**config.mk**
```make
export PLATFORM = sky130hd
export DESIGN_NAME = dma_engine
export DESIGN_NICKNAME = d
export VERILOG_FILES = /design/src/dma_pkg.sv /design/src/line_buffer.sv /design/src/dma_engine.sv
export SDC_FILE = /design/constraint.sdc
export NUM_CORES = 2
export LEC_CHECK = 0
export BUFFER_PORTS_ARGS = -buffer_cell sky130_fd_sc_hd__buf_2
export CAP_MARGIN = 0
export CORE_UTILIZATION = 25
export DETAILED_ROUTE_END_ITERATION = 8
export PLACE_DENSITY_LB_ADDON = 0.05
export SYNTH_ARGS = -nofsm -noshare
export SYNTH_HDL_FRONTEND = slang
export SYNTH_HIERARCHICAL = 1
export SYNTH_SLANG_ARGS = --single-unit
```
**constraint.sdc**
```tcl
create_clock -name clk -period 9.95 [get_ports clk]
set_input_delay 1.99 -clock clk [delete_from_list [all_inputs] [get_ports clk]]
set_output_delay 1.99 -clock clk [all_outputs]
set_load 0.02 [all_outputs]
```
**src/dma_pkg.sv**
```systemverilog
// shared constants, types and helpers of the dma engine
package dma_pkg;
	localparam int NCH = 8; // channel slots, slot 4 is the cascade
	localparam logic [2:0] CASCADE_CH = 3'h4;
	localparam int CNT_W = 24; // transfer count width
	// register byte offsets
	localparam logic [11:0] OFS_CTRL = 12'h000;
	localparam logic [11:0] OFS_STAT = 12'h004;
	localparam logic [11:0] OFS_CH_FIRST = 12'h010;
	// channel c sits at 0x10*(c+1), so the cascade slot is 0x050..0x05c
	localparam logic [11:0] OFS_CH_END = 12'h090;
	localparam logic [1:0] CH_ADDR = 2'h0; // word index inside a channel
	localparam logic [1:0] CH_CNT = 2'h1;
	localparam logic [1:0] CH_MODE = 2'h2;
	localparam logic [1:0] CH_TBL = 2'h3;
	// mode, status and descriptor field positions
	localparam int MODE_EN = 0;
	localparam int MODE_DIR = 1; // 1 = memory to io
	localparam int MODE_W16 = 2;
	localparam int MODE_TIM = 3; // two bits
	localparam int MODE_SG = 5;
	localparam int STAT_BUSY = 8;
	localparam int STAT_CH = 9; // three bits
	localparam int DESC_END = 31; // end mark in descriptor word 1
	localparam logic [31:0] ADDR27_MASK = 32'h07ff_ffff;
	localparam logic [31:0] DESC_BYTES = 32'h0000_0008;
	localparam logic [5:0] MODE_RST = 6'h00;
	localparam logic [7:0] REF_ADDR_RST = 8'h00;
	localparam logic [1:0] RESP_OKAY = 2'h0;
	localparam logic [1:0] RESP_SLVERR = 2'h2;
	// strobe times in ns and the clock period
	localparam int CLK_NS = 100;
	localparam int COMPAT_NS = 800;
	localparam int TYPE_A_NS = 600;
	localparam int TYPE_B_NS = 400;
	localparam int TYPE_F_NS = 200;
	localparam int REFRESH_NS = 800;
	localparam int COMPAT_CYC = (COMPAT_NS + CLK_NS - 1) / CLK_NS;
	localparam int TYPE_A_CYC = (TYPE_A_NS + CLK_NS - 1) / CLK_NS;
	localparam int TYPE_B_CYC = (TYPE_B_NS + CLK_NS - 1) / CLK_NS;
	localparam int TYPE_F_CYC = (TYPE_F_NS + CLK_NS - 1) / CLK_NS;
	localparam int REFRESH_CYC = (REFRESH_NS + CLK_NS - 1) / CLK_NS;

	typedef enum logic [1:0] {
		TIM_COMPAT = 2'b00,
		TIM_TYPE_A = 2'b01,
		TIM_TYPE_B = 2'b10,
		TIM_TYPE_F = 2'b11
	} timing_t;

	typedef enum logic [3:0] {
		S_IDLE = 4'b0000,
		S_REF = 4'b0001,
		S_DESC = 4'b0010,
		S_DESC_A = 4'b0011,
		S_DESC_B = 4'b0100,
		S_DESC_C = 4'b0101,
		S_IO = 4'b0110,
		S_PREP = 4'b0111,
		S_MEM_WR = 4'b1000,
		S_MEM_RD = 4'b1001,
		S_NEXT = 4'b1010
	} state_t;

	// strobe length minus one, as loaded into the timer
	function automatic logic [3:0] strobe_len(input timing_t t);
		case (t)
			TIM_TYPE_A: strobe_len = 4'(TYPE_A_CYC - 1);
			TIM_TYPE_B: strobe_len = 4'(TYPE_B_CYC - 1);
			TIM_TYPE_F: strobe_len = 4'(TYPE_F_CYC - 1);
			default: strobe_len = 4'(COMPAT_CYC - 1);
		endcase
	endfunction
endpackage

```
**src/line_buffer.sv**
```systemverilog
// eight byte line buffer between io side and memory side
`timescale 1ns/1ps
module line_buffer #(
	parameter int WIDTH = 32,
	parameter int DEPTH = 2
) (
	input wire logic clk,
	input wire logic wr_en, // write one word
	input wire logic [$clog2(DEPTH)-1:0] wr_idx,
	input wire logic [WIDTH-1:0] wr_data,
	input wire logic [$clog2(DEPTH)-1:0] rd_idx,
	output logic [WIDTH-1:0] rd_data // registered, one cycle late
);
	// the line must stay eight bytes, dma and descriptors rely on it
	if (WIDTH * DEPTH != 64)
	begin : g_size_check
		$error("line buffer must hold exactly eight bytes");
	end

	logic [WIDTH-1:0] mem_q [DEPTH]; // storage, no reset needed
	logic [WIDTH-1:0] rd_q;

	// write port and registered read port
	always_ff @(posedge clk)
	begin
		if (wr_en)
			mem_q[wr_idx] <= wr_data;
		rd_q <= mem_q[rd_idx];
	end

	assign rd_data = rd_q;
endmodule

```
**src/dma_engine.sv**
```systemverilog
// seven channel isa dma engine with descriptor chaining and refresh
//
// Local design decisions: the register offsets and register access over AXI4-Lite.
`timescale 1ns/1ps
// Behaviour
// - seven independent channels, two cascaded sections
// - each channel selects 8 or 16 bit width
// - engine also generates isa refresh cycles
// - full variant: compat, type a, b, f timing
// - full variant uses 32 bit memory addresses
// - descriptor mode fetches address, count from memory
// - descriptor mode chains buffers without processor
// - reduced variant: compat, 27 bit, no descriptors
// - memory traffic passes the eight byte buffer
// - descriptor reads burst two words, data reads and writes one word
module dma_engine import dma_pkg::*; #(
	parameter bit FULL = 1'b1 // 0 selects the reduced variant
) (
	input wire logic clk,
	input wire logic rst_n,
	input wire logic [11:0] s_axi_awaddr,
	input wire logic s_axi_awvalid,
	output logic s_axi_awready,
	input wire logic [31:0] s_axi_wdata,
	input wire logic [3:0] s_axi_wstrb,
	input wire logic s_axi_wvalid,
	output logic s_axi_wready,
	output logic [1:0] s_axi_bresp,
	output logic s_axi_bvalid,
	input wire logic s_axi_bready,
	input wire logic [11:0] s_axi_araddr,
	input wire logic s_axi_arvalid,
	output logic s_axi_arready,
	output logic [31:0] s_axi_rdata,
	output logic [1:0] s_axi_rresp,
	output logic s_axi_rvalid,
	input wire logic s_axi_rready,
	input wire logic [7:0] dreq, // isa requests, bit 4 unused
	output logic [7:0] dack, // isa acknowledges
	output logic ior_n,
	output logic iow_n,
	input wire logic [15:0] isa_din,
	output logic [15:0] isa_dout,
	output logic isa_doe,
	input wire logic refresh_req, // refresh request pulse pin
	output logic refresh_n,
	output logic [7:0] refresh_addr,
	output logic mem_req, // held until each word is acked
	output logic mem_we,
	output logic mem_two, // two word read burst
	output logic [31:0] mem_addr,
	output logic [3:0] mem_be,
	output logic [31:0] mem_wdata,
	input wire logic mem_ack,
	input wire logic [31:0] mem_rdata
);
	localparam int SW = 25; // synchronised pin bits
	logic [SW-1:0] s1_q, s2_q, s3_q, filt_q, filt_d; // pin sync
	logic [31:0] addr_q [NCH], addr_d [NCH];
	logic [CNT_W-1:0] cnt_q [NCH], cnt_d [NCH];
	logic [5:0] mode_q [NCH], mode_d [NCH];
	logic [31:0] tbl_q [NCH], tbl_d [NCH];
	logic [NCH-1:0] need_q, need_d, last_q, last_d, tc_q, tc_d;
	logic glob_en_q, glob_en_d;
	state_t st_q, st_d;
	logic [2:0] cur_q, cur_d; // channel in service
	logic [3:0] tmr_q, tmr_d;
	logic beat_q, beat_d; // descriptor word counter
	logic ref_pend_q, ref_pend_d, ref_old_q;
	logic [7:0] ref_addr_q, ref_addr_d;
	logic [15:0] dout_q, dout_d;
	logic aw_q, aw_d, w_q, w_d, bv_q, bv_d, rv_q, rv_d;
	logic [11:0] awa_q, awa_d;
	logic [31:0] wd_q, wd_d, rd_q, rd_d;
	logic [3:0] ws_q, ws_d;
	logic [1:0] br_q, br_d, rr_q, rr_d;
	logic lb_we, lb_idx_w, lb_idx_r;
	logic [31:0] lb_wdata, lb_rdata;
	logic [31:0] eff_addr; // address after variant masking
	logic w16, dir, sg; // mode of the channel in service
	timing_t tim;
	logic [1:0] lane;

	line_buffer #(.WIDTH(32), .DEPTH(2)) line_buffer_i (
		.clk(clk),
		.wr_en(lb_we),
		.wr_idx(lb_idx_w),
		.wr_data(lb_wdata),
		.rd_idx(lb_idx_r),
		.rd_data(lb_rdata)
	);

	// decoded mode of the current channel
	assign w16 = mode_q[cur_q][MODE_W16];
	assign dir = mode_q[cur_q][MODE_DIR];
	assign sg = FULL && mode_q[cur_q][MODE_SG];
	assign tim = FULL ? timing_t'(mode_q[cur_q][MODE_TIM +: 2])
		: TIM_COMPAT;
	assign eff_addr = FULL ? addr_q[cur_q]
		: (addr_q[cur_q] & ADDR27_MASK);
	assign lane = eff_addr[1:0];

	// merge a bus write into a word under its byte strobes
	function automatic logic [31:0] wmerge(input logic [31:0] o,
		input logic [31:0] n, input logic [3:0] s);
		for (int b = 0; b < 4; b++)
			wmerge[8*b +: 8] = s[b] ? n[8*b +: 8] : o[8*b +: 8];
	endfunction

	// bus slave, channel engine and pin filter next state
	always_comb
	begin
		logic [2:0] wch, rch;
		logic wok, rok;
		logic [31:0] word;
		logic [NCH-1:0] tc_set;
		// slot n holds channel n-1, so channel 0 is reachable too
		wch = awa_q[6:4] - 3'h1;
		rch = s_axi_araddr[6:4] - 3'h1;
		wok = 1'b0;
		rok = 1'b0;
		word = 32'h0;
		tc_set = '0;
		addr_d = addr_q;
		cnt_d = cnt_q;
		mode_d = mode_q;
		tbl_d = tbl_q;
		need_d = need_q;
		last_d = last_q;
		glob_en_d = glob_en_q;
		st_d = st_q;
		cur_d = cur_q;
		tmr_d = tmr_q;
		beat_d = beat_q;
		ref_addr_d = ref_addr_q;
		dout_d = dout_q;
		aw_d = aw_q;
		w_d = w_q;
		bv_d = bv_q;
		rv_d = rv_q;
		awa_d = awa_q;
		wd_d = wd_q;
		ws_d = ws_q;
		br_d = br_q;
		rr_d = rr_q;
		rd_d = rd_q;
		lb_we = 1'b0;
		lb_idx_w = 1'b0;
		lb_wdata = 32'h0;
		mem_req = 1'b0;
		mem_we = 1'b0;
		mem_two = 1'b0;
		mem_addr = eff_addr;
		mem_be = w16 ? (4'h3 << {lane[1], 1'b0}) : (4'h1 << lane);
		mem_wdata = lb_rdata;
		// pin filter: a bit changes once stages two and three agree
		for (int i = 0; i < SW; i++)
			filt_d[i] = (s2_q[i] == s3_q[i]) ? s3_q[i] : filt_q[i];
		// refresh request edge is remembered until served
		ref_pend_d = ref_pend_q | (filt_q[24] & ~ref_old_q);
		// write address and data taken in either order
		if (s_axi_awvalid && s_axi_awready)
		begin
			aw_d = 1'b1;
			awa_d = s_axi_awaddr;
		end
		if (s_axi_wvalid && s_axi_wready)
		begin
			w_d = 1'b1;
			wd_d = s_axi_wdata;
			ws_d = s_axi_wstrb;
		end
		if (s_axi_bvalid && s_axi_bready)
			bv_d = 1'b0;
		// both halves held: perform the write and answer
		if (aw_q && w_q && !bv_q)
		begin
			aw_d = 1'b0;
			w_d = 1'b0;
			bv_d = 1'b1;
			br_d = RESP_OKAY;
			if (awa_q == OFS_CTRL)
				glob_en_d = ws_q[0] ? wd_q[0] : glob_en_q;
			else if (awa_q == OFS_STAT)
			begin
				// ones written clear terminal count flags
				if (ws_q[0])
					tc_d = tc_q & ~wd_q[7:0];
			end
			else if (awa_q >= OFS_CH_FIRST && awa_q < OFS_CH_END
				&& wch != CASCADE_CH)
			begin
				case (awa_q[3:2])
					CH_ADDR: addr_d[wch] = wmerge(addr_q[wch], wd_q, ws_q);
					CH_CNT: cnt_d[wch] = CNT_W'(wmerge(32'(cnt_q[wch]),
						wd_q, ws_q));
					CH_MODE:
					begin
						mode_d[wch] = 6'(wmerge(32'(mode_q[wch]), wd_q, ws_q));
						need_d[wch] = mode_d[wch][MODE_EN]
							&& mode_d[wch][MODE_SG] && FULL;
					end
					default: tbl_d[wch] = wmerge(tbl_q[wch], wd_q, ws_q);
				endcase
			end
			else
				br_d = RESP_SLVERR;
		end
		// read answered in the cycle after it is taken
		if (s_axi_rvalid && s_axi_rready)
			rv_d = 1'b0;
		if (s_axi_arvalid && s_axi_arready)
		begin
			rv_d = 1'b1;
			rr_d = RESP_OKAY;
			rok = s_axi_araddr >= OFS_CH_FIRST
				&& s_axi_araddr < OFS_CH_END && rch != CASCADE_CH;
			if (s_axi_araddr == OFS_CTRL)
				rd_d = {31'h0, glob_en_q};
			else if (s_axi_araddr == OFS_STAT)
				rd_d = {20'h0, cur_q, st_q != S_IDLE, tc_q};
			else if (rok)
			begin
				case (s_axi_araddr[3:2])
					CH_ADDR: rd_d = addr_q[rch];
					CH_CNT: rd_d = 32'(cnt_q[rch]);
					CH_MODE: rd_d = 32'(mode_q[rch]);
					default: rd_d = tbl_q[rch];
				endcase
			end
			else
			begin
				rd_d = 32'h0;
				rr_d = RESP_SLVERR;
			end
		end
		// transfer engine
		case (st_q)
			S_IDLE:
			begin
				if (ref_pend_q)
				begin
					// an edge landing in this cycle stays pending
					ref_pend_d = filt_q[24] & ~ref_old_q;
					tmr_d = 4'(REFRESH_CYC - 1);
					st_d = S_REF;
				end
				else if (glob_en_q)
				begin
					// fixed priority, low section first via cascade slot
					for (int c = NCH - 1; c >= 0; c--)
					begin
						if (c != CASCADE_CH && filt_q[c] && mode_q[c][MODE_EN]
							&& (need_q[c] || cnt_q[c] != '0))
						begin
							wok = 1'b1;
							cur_d = 3'(c);
						end
					end
					if (wok)
					begin
						if (need_d[cur_d])
							st_d = S_DESC;
						else if (mode_q[cur_d][MODE_DIR])
							st_d = S_MEM_RD;
						else
						begin
							tmr_d = FULL ? strobe_len(timing_t'(
								mode_q[cur_d][MODE_TIM +: 2]))
								: strobe_len(TIM_COMPAT);
							st_d = S_IO;
						end
					end
				end
			end
			S_REF:
			begin
				tmr_d = tmr_q - 4'h1;
				if (tmr_q == 4'h0)
				begin
					ref_addr_d = ref_addr_q + 8'h01;
					st_d = S_IDLE;
				end
			end
			S_DESC:
			begin
				// two word burst into the line buffer
				mem_req = 1'b1;
				mem_two = 1'b1;
				mem_addr = tbl_q[cur_q] + (beat_q ? 32'h4 : 32'h0);
				mem_be = 4'hf;
				if (mem_ack)
				begin
					lb_we = 1'b1;
					lb_idx_w = beat_q;
					lb_wdata = mem_rdata;
					beat_d = ~beat_q;
					if (beat_q)
						st_d = S_DESC_A;
				end
			end
			S_DESC_A: st_d = S_DESC_B;
			S_DESC_B:
			begin
				addr_d[cur_q] = lb_rdata;
				st_d = S_DESC_C;
			end
			S_DESC_C:
			begin
				cnt_d[cur_q] = lb_rdata[CNT_W-1:0];
				last_d[cur_q] = lb_rdata[DESC_END];
				tbl_d[cur_q] = tbl_q[cur_q] + DESC_BYTES;
				need_d[cur_q] = 1'b0;
				st_d = S_IDLE;
			end
			S_MEM_RD:
			begin
				mem_req = 1'b1;
				if (mem_ack)
				begin
					lb_we = 1'b1;
					lb_wdata = mem_rdata;
					st_d = S_PREP;
				end
			end
			S_PREP:
			begin
				tmr_d = strobe_len(tim);
				st_d = dir ? S_IO : S_MEM_WR;
			end
			S_IO:
			begin
				// write data valid from the strobe's second cycle
				word = lb_rdata >> {lane, 3'b000};
				dout_d = w16 ? word[15:0] : {8'h00, word[7:0]};
				tmr_d = tmr_q - 4'h1;
				if (tmr_q == 4'h0)
				begin
					if (!dir)
					begin
						lb_we = 1'b1;
						lb_wdata = w16 ? {2{filt_q[23:8]}}
							: {4{filt_q[15:8]}};
					end
					st_d = dir ? S_NEXT : S_PREP;
				end
			end
			S_MEM_WR:
			begin
				mem_req = 1'b1; // single word only
				mem_we = 1'b1;
				if (mem_ack)
					st_d = S_NEXT;
			end
			S_NEXT:
			begin
				addr_d[cur_q] = eff_addr + (w16 ? 32'h2 : 32'h1);
				cnt_d[cur_q] = cnt_q[cur_q] - 1'b1;
				st_d = S_IDLE;
				if (cnt_q[cur_q] == 1)
				begin
					tc_set[cur_q] = 1'b1;
					if (sg && !last_q[cur_q])
						need_d[cur_q] = 1'b1;
					else
						mode_d[cur_q][MODE_EN] = 1'b0;
				end
			end
			default: st_d = S_IDLE;
		endcase
		tc_d = ((aw_q && w_q && !bv_q && awa_q == OFS_STAT && ws_q[0])
			? tc_q & ~wd_q[7:0] : tc_q) | tc_set; // set wins
	end

	assign lb_idx_r = (st_q == S_DESC_B);
	assign s_axi_awready = !aw_q && !bv_q;
	assign s_axi_wready = !w_q && !bv_q;
	assign s_axi_arready = !rv_q;
	assign s_axi_bvalid = bv_q;
	assign s_axi_bresp = br_q;
	assign s_axi_rvalid = rv_q;
	assign s_axi_rresp = rr_q;
	assign s_axi_rdata = rd_q;
	assign isa_dout = dout_q;
	assign refresh_addr = ref_addr_q;

	// strobes and acknowledges are registered from the next state
	always_ff @(posedge clk or negedge rst_n)
	begin
		if (!rst_n)
		begin
			for (int c = 0; c < NCH; c++)
			begin
				addr_q[c] <= 32'h0;
				cnt_q[c] <= '0;
				mode_q[c] <= MODE_RST;
				tbl_q[c] <= 32'h0;
			end
			{s1_q, s2_q, s3_q, filt_q} <= '0;
			{need_q, last_q, tc_q} <= '0;
			st_q <= S_IDLE;
			{glob_en_q, cur_q, tmr_q, beat_q, ref_pend_q, ref_old_q} <= '0;
			ref_addr_q <= REF_ADDR_RST;
			{dout_q, aw_q, w_q, bv_q, rv_q, awa_q, wd_q, ws_q} <= '0;
			{br_q, rr_q, rd_q} <= '0;
			{dack, ior_n, iow_n, refresh_n, isa_doe} <= {8'h00, 4'b1110};
		end
		else
		begin
			s1_q <= {refresh_req, isa_din, dreq};
			s2_q <= s1_q;
			s3_q <= s2_q;
			filt_q <= filt_d;
			ref_old_q <= filt_q[24];
			addr_q <= addr_d;
			cnt_q <= cnt_d;
			mode_q <= mode_d;
			tbl_q <= tbl_d;
			{need_q, last_q, tc_q} <= {need_d, last_d, tc_d};
			st_q <= st_d;
			{glob_en_q, cur_q, tmr_q, beat_q} <= {glob_en_d, cur_d, tmr_d,
				beat_d};
			{ref_pend_q, ref_addr_q, dout_q} <= {ref_pend_d, ref_addr_d,
				dout_d};
			{aw_q, w_q, bv_q, rv_q, awa_q} <= {aw_d, w_d, bv_d, rv_d, awa_d};
			{wd_q, ws_q, br_q, rr_q, rd_q} <= {wd_d, ws_d, br_d, rr_d, rd_d};
			dack <= (st_d inside {S_IO, S_PREP, S_MEM_RD, S_MEM_WR})
				? ((8'h01 << cur_d) | ((cur_d < CASCADE_CH) ? 8'h10 : 8'h00))
				: 8'h00;
			ior_n <= !(st_d == S_IO && !mode_d[cur_d][MODE_DIR]);
			iow_n <= !(st_d == S_IO && mode_d[cur_d][MODE_DIR]);
			isa_doe <= st_d == S_IO && mode_d[cur_d][MODE_DIR];
			refresh_n <= !(st_d == S_REF);
		end
	end
endmodule

```
; ---- Word-level counts from Yosys, hierarchy flattened
; Memory sizes are Yosys's and may differ from the RTL's. A register that Yosys moved wholly into a read port is not among the register bits.
; Index checks and enable logic that the tools add are counted.
[classes]
muxes = 214
add_sub_neg = 8
order_cmp = 17
shift = 4
reduce_logical = 81
eq_ne = 58
bitwise = 18
[op_table]
columns = op, n
row1 = 256-bit 2-to-1 mux, 11
row2 = 256-bit bitwise mux, 5
row3 = 192-bit 2-to-1 mux, 5
row4 = 32-bit 2-to-1 mux, 22
row5 = 32-bit binary-select mux with 3-bit select, 6
row6 = 192-bit bitwise mux, 3
row7 = 256-bit case mux with 2 select lines, 1
row8 = 48-bit 2-to-1 mux, 8
row9 = 192-bit case mux with 2 select lines, 1
row10 = 24-bit binary-select mux with 3-bit select, 3
row11 = 32-bit demux with 3-bit select, 2
row12 = 24-bit 2-to-1 mux, 8
row13 = 8-bit 2-to-1 mux, 22
row14 = 24-bit nonzero test, 7
row15 = 24-bit demux with 3-bit select, 2
row16 = 6-bit binary-select mux with 3-bit select, 6
row17 = 32-bit case mux with 3 select lines, 1
row18 = 4-bit 2-to-1 mux, 20
row19 = 32-bit case mux with 2 select lines, 1
row20 = 6-bit 2-to-1 mux, 10
row21 = 48-bit bitwise AND, 1
row22 = 48-bit bitwise mux, 1
row23 = 48-bit inverter, 1
row24 = 3-bit 2-to-1 mux, 14
row25 = other kinds (63), 239
[totals]
elab_cells = 487
mem_count = 1
register_bits = 1014
in_bits = 125
out_inout_bits = 148
ram_bits = 64
[memory_table]
columns = name, words, width, read_ports, rd_ports_with_merged_regs, wr, line
row1 = line_buffer_i.mem_q, 2, 32, 1, 1, 1, line_buffer.sv:20  ; logic [WIDTH-1:0] mem_q [DEPTH];

; ---- Depth between registers and ports, before layout
[depth]
word_depth = 27
depth_mapped = 24
mapped_depth_nobuf = 16

; ---- By module
; The synthesis kept the hierarchy.
[by_module_without_submodules]
columns = mod, area_each_um2, cells_per_inst, instances, seq_area_each_um2
row1 = dma_engine, 64863.5, 6651, 1, 25253.0
row2 = line_buffer, 3119.2, 134, 1, 2562.5

; ---- Least setup slack after synthesis
; No wires, ideal clock.
[synth_path]
path_type = in2reg
from = input s_axi_araddr[4]
to = register rd_q[24] (netlist: s_axi_rdata[24])
required_time_ps = 9829
setup_ps = 121
path_buffers = 7
slack_ps = 3696
arrival_time_ps = 6133
cell_stages = 13
path_cell_list = clkbuf_1 -> buf_2 -> clkbuf_1 -> buf_1 -> inv_1 -> ha_1 -> xor2_1 -> clkbuf_1 -> clkbuf_1 -> clkbuf_1 -> mux2i_1 -> o22ai_1 -> a22o_1
[synth_via]
elab_chain_cells = 9
elab_cells_between_ends = 19
[synth_lines]
columns = element, line
row1 = "start, declared", dma_engine.sv:31  ; input wire logic [11:0] s_axi_araddr,
row2 = 3-bit by 1-bit subtractor with 3-bit output, dma_engine.sv:119  ; rch = s_axi_araddr[6:4] - 3'h1;
row3 = 3-bit inverter with 4-bit output (implied by the code), "dma_engine.sv:225, dma_engine.sv:228"
row4 = "32-bit binary-select mux with 3-bit select, on equally long branches", "dma_engine.sv:228, dma_engine.sv:225"
row5 = "32-bit 2-to-1 mux, on equally long branches (2 in a row)", "dma_engine.sv:228, dma_engine.sv:225"
row6 = 32-bit case mux with 3 select lines, dma_engine.sv:224  ; case (s_axi_araddr[3:2])
row7 = 32-bit 2-to-1 mux, dma_engine.sv:222  ; else if (rok)
row8 = 32-bit 2-to-1 mux, dma_engine.sv:220  ; else if (s_axi_araddr == OFS_STAT)
row9 = 32-bit 2-to-1 mux *, dma_engine.sv:218  ; if (s_axi_araddr == OFS_CTRL)
row10 = "end signal, assigned", dma_engine.sv:426  ; {wd_q, ws_q, br_q, rr_q, rd_q} <= {wd_d, ws_d, br_d, rr_d, rd_d};
row11 = "end, declared", dma_engine.sv:74  ; logic [31:0] wd_q, wd_d, rd_q, rd_d;
; Every way passes the cells marked *; elsewhere a longest branch is shown, timed or not. The select of a mux whose other input is x is not followed.
; A chain may end at the register's enable or synchronous reset.

; ---- Worst setup path in the final report
[layout_path]
from = register cur_q[2]
to = output mem_addr[22]
[layout_via]
elab_chain_cells = 6
elab_cells_between_ends = 9
[layout_lines]
columns = element, line
row1 = "start, declared", dma_engine.sv:66  ; logic [2:0] cur_q, cur_d;
row2 = "start signal, assigned", dma_engine.sv:421  ; {glob_en_q, cur_q, tmr_q, beat_q} <= {glob_en_d, cur_d, tmr_d,
row3 = 3-bit inverter with 4-bit output (implied by the code) *, "dma_engine.sv:99, dma_engine.sv:290"
row4 = 32-bit binary-select mux with 3-bit select, dma_engine.sv:290  ; mem_addr = tbl_q[cur_q] + (beat_q ? 32'h4 : 32'h0);
row5 = 32-bit 2-to-1 mux (implied by the code) (2 in a row), dma_engine.sv:290
row6 = 32-bit by 3-bit adder with 32-bit output, dma_engine.sv:290
row7 = 32-bit 2-to-1 mux *, dma_engine.sv:238  ; case (st_q)
row8 = "end, declared", dma_engine.sv:51  ; output logic [31:0] mem_addr,
; Marked as above.

==> results.toml <==
[run_status]
status = "complete, but fails checks"
violations = "DRC"

[layout]
areaGrowthSynthToFinish_pct = 16.1
fillers = 28400
drive_above_1_share_pct = 20.6
finalNetCount = 7005

[floorplan]
die_area_mm2 = 0.274
die_h_um = 523
boundaryPins = 273
rows = 191
start_util_pct = 25.1
coreArea_mm2 = 0.271
fp.dieW_um = 523

[pwr]
vdd_drop_max_uv = 315
p_leak_nw = 32.4
powerDensity_mw_per_mm2 = 273

[synthesis]
synth_edf_count = 64
ys_seq_area_share_pct = 40.9
netlist_top_cells_count = "1,006 x dfrtp_1, 841 x nand2_1, 713 x o21ai_0"
async_flop_share_pct = 91.3
syn_area_per_cell_um2 = 10.0
ys_dominant_reg_cell = "dfrtp_1"
yosys.cell_types.count = 103
synth.most_common_cell = "dfrtp_1"
synth_top_cell_by_area = "dfrtp_1"
synth_area_mm2 = 0.0680
ys_ff_latch = 1105
syn_inst = 6785
yosysWarnings = 6
synth_top_area_share_pct = 37.0
synth_area_leaders = "dfrtp_1 37%, mux4_2 11%, mux2i_1 8.1%, o21ai_0 5.2%, nand2_1 4.6%"

[critical_path]
cp_top_family = "simple AND/OR/NAND/NOR gates"
critPathRequiredTime_ns = 7.96
worst_setup_path_end_kind = "output port"
r2r_cells = 15
crit_fanout = 37
reg2reg_to = "addr_q[28]$_DFF_PN0_"
path_cells = "buf_4, nor2b_2, a221oi_1, o211a_1, nor3_1, nand4_1, nor4b_1, xnor2_1, o21ai_0, buf_2"
cpMaxStageDelayCell = "nor4b_1"
path_class = "register to output port"
r2r-start = "cur_q[1]$_DFF_PN0_"
start_kind = "register"
cp_data_arrival_time_ns = 6.64
slowest_delay_ns = 1.05
worst-path-buf-inv = 2
critPathLaunch = "cur_q[2]$_DFF_PN0_"
r2r_slack_ns = 2.69

[clock_tree]
htreeDepth = 4
cts_root_buf = "clkbuf_16"
insertion_delay_ns = 0.88
post_cts_buffers = 0
cts_hold_buf = 0
cts_buffers = 158
clockBufferDepth = 4
path_clk_slew_ns = 0.06
cts_num_sinks = 1105
cts_tree = "yes"
cts-resized-gates = 0

[worst_hold_path]
hold_depth = 0
hp-start = "s1_q[23]$_DFF_PN0_"
min_to = "s2_q[23]$_DFF_PN0_"
hold_class = "register to register"

[global_route]
grt_pass1_wl_mm = 549
antenna_found_initial = 51
grt-ovfl-total = 0
grt_usage_pct = 29.1
grt_pass1_vias = 60000
grt_max_degree = 147

[place]
portBuffers = 269
place_congestion = 0.881
pre_cts_ws_ns = 2.34
post-dp-hpwl_mm = 264

[timing]
drv_slew = 0
finalHoldViolCount = 0
rsz0062_at_grt = "false"
timing.setup.tns_ns = 0
post-route-min-period_ns = 8.63
finalWorstSetupSlack_ns = 1.32
slew_headroom_pct = 7.50
finalClockSkew_ns = 0.0948
period_share_pct = 86.8
finalSetupViolCount = 0
fmax_mhz = 116
worst_pin_slew_ns = 1.39

[route]
ant_nets = 0
routed_via_density = 5.91
num_vias = 62400
drc = 6
drtPass1Iterations = 8
routed_wl_mm = 407
wl_per_cell_um = 38.5
first_iter_violations = 6694

[flow_run]
maxCapViolCount = 0
final cells by class:
| cell class | count | area, um2 | share of cell area (%) |
|---|---|---|---|
| flip-flops and latches | 1105 | 27800 | 35.3 |
| repair buffers | 520 | 3460 | 4.39 |
| well taps | 3570 | 4470 | 5.66 |
| clock inverters | 43 | 483 | 0.612 |
| clock buffers | 235 | 4590 | 5.82 |
| inverters | 46 | 174 | 0.220 |
| multi-input cells | 5032 | 37800 | 48.0 |
| diodes | 17 | 42.5 | 0.0539 |
layout by cell type, fill, tap and decap left out, types with 84 or more instances in the layout:
| master | instances |
|---|---|
| dfrtp_1 | 999 |
| nand2_1 | 816 |
| o21ai_0 | 713 |
| mux2i_1 | 546 |
| o22ai_1 | 478 |
| nor2_1 | 462 |
| mux4_2 | 347 |
| a21oi_1 | 330 |
| buf_2 | 267 |
| buf_4 | 234 |
| clkbuf_16 | 159 |
| mux2_2 | 142 |
| a22oi_1 | 102 |
| a221oi_1 | 84 |
flip-flops by register name, summed over array words and instances (netlist names), 12 cells and up:
name and flops:
mode_q 48, line_buffer_i/rd_data 32, wd_q 32, cnt_q 192, filt_q 24, addr_q 256
s_axi_rdata 32, awa_q 12, isa_dout 16, s1_q 24, tbl_q 256, s2_q 24
line_buffer_i/mem_q 64, s3_q 24
kinds of logic (layout without fill, tap and decap cells):
family | count (synthesis) | after routing | share of synthesized area, %
AOI/OAI and AO/OA | 2079 | 2079 | 19.1
and+or+nand+nor | 1737 | 1737 | 11.3
DFF | 1105 | 1105 | 40.9
muxes | 1068 | 1068 | 22.6
buffers and inverters | 649 | 844 | 4.12
xor gates and xnor gates | 105 | 105 | 1.36
adders and majority gates | 41 | 41 | 0.677
other | 1 | 19 | 0.00552
where the power goes:
part	total [mW]	switching (mW)	leakage, nW	internal [mW]
logic	9.61	6.87	15.4	2.74
clock network	5.77	2.35	2.49	3.41
registers	6.17	1.04	14.5	5.13
total	21.6	10.3	32.4	11.3
metal layers:
metal / track usage [%] / vias up / share of wire (%)
met5: 0 / - / 0.025
met4: 12.8 / 16 / 4.8
met3: 4.90 / 638 / 7.0
met2: 44.1 / 3094 / 44
met1: 40.5 / 32900 / 44
li1: - / 25800 / -
through the flow:
step	cells	hold WS (ns)	cell area, um2	power [mW]	util, %
floorplan	6786	0.331	68000	10.9	-
global placement	10300	0.335	73800	15.6	27.3
detailed placement	10300	0.335	73800	15.6	27.3
CTS	10600	0.322	78900	21.5	29.2
global route	10600	0.335	78900	22.2	29.2
finish	10600	0.324	78900	21.6	29.2
worst register-to-register path, stage by stage, from the launching register on:
cell and delay [ns]:
dfrtp_4 0.80, buf_12 0.50, and3b_1 0.28, buf_4 0.31, a22oi_1 0.22, and4_1 1.09, ha_1 0.43, inv_1 0.07
fa_1 0.53, nor4_2 0.35, nand4_1 0.40, nor3_4 0.78, nand4_1 0.24, xnor2_1 0.18, a22oi_1 0.70, o22ai_1 0.18
how the worst max path moves through the flow:
stage / to / slack, ns / cells past startpoint
5_1_grt: mem_addr[19] / 1.13 / 11
3_5_place_dp: mem_addr[19] / 2.34 / 11
2_1_floorplan: s_axi_rdata[24]$_DFFE_PN0P_ / 3.70 / 13
4_1_cts: mem_addr[19] / 1.42 / 11
3_3_place_gp: mem_addr[19] / 2.40 / 11
6_report: mem_addr[22] / 1.32 / 10
No activity file was read; power rests on OpenSTA's default activity.
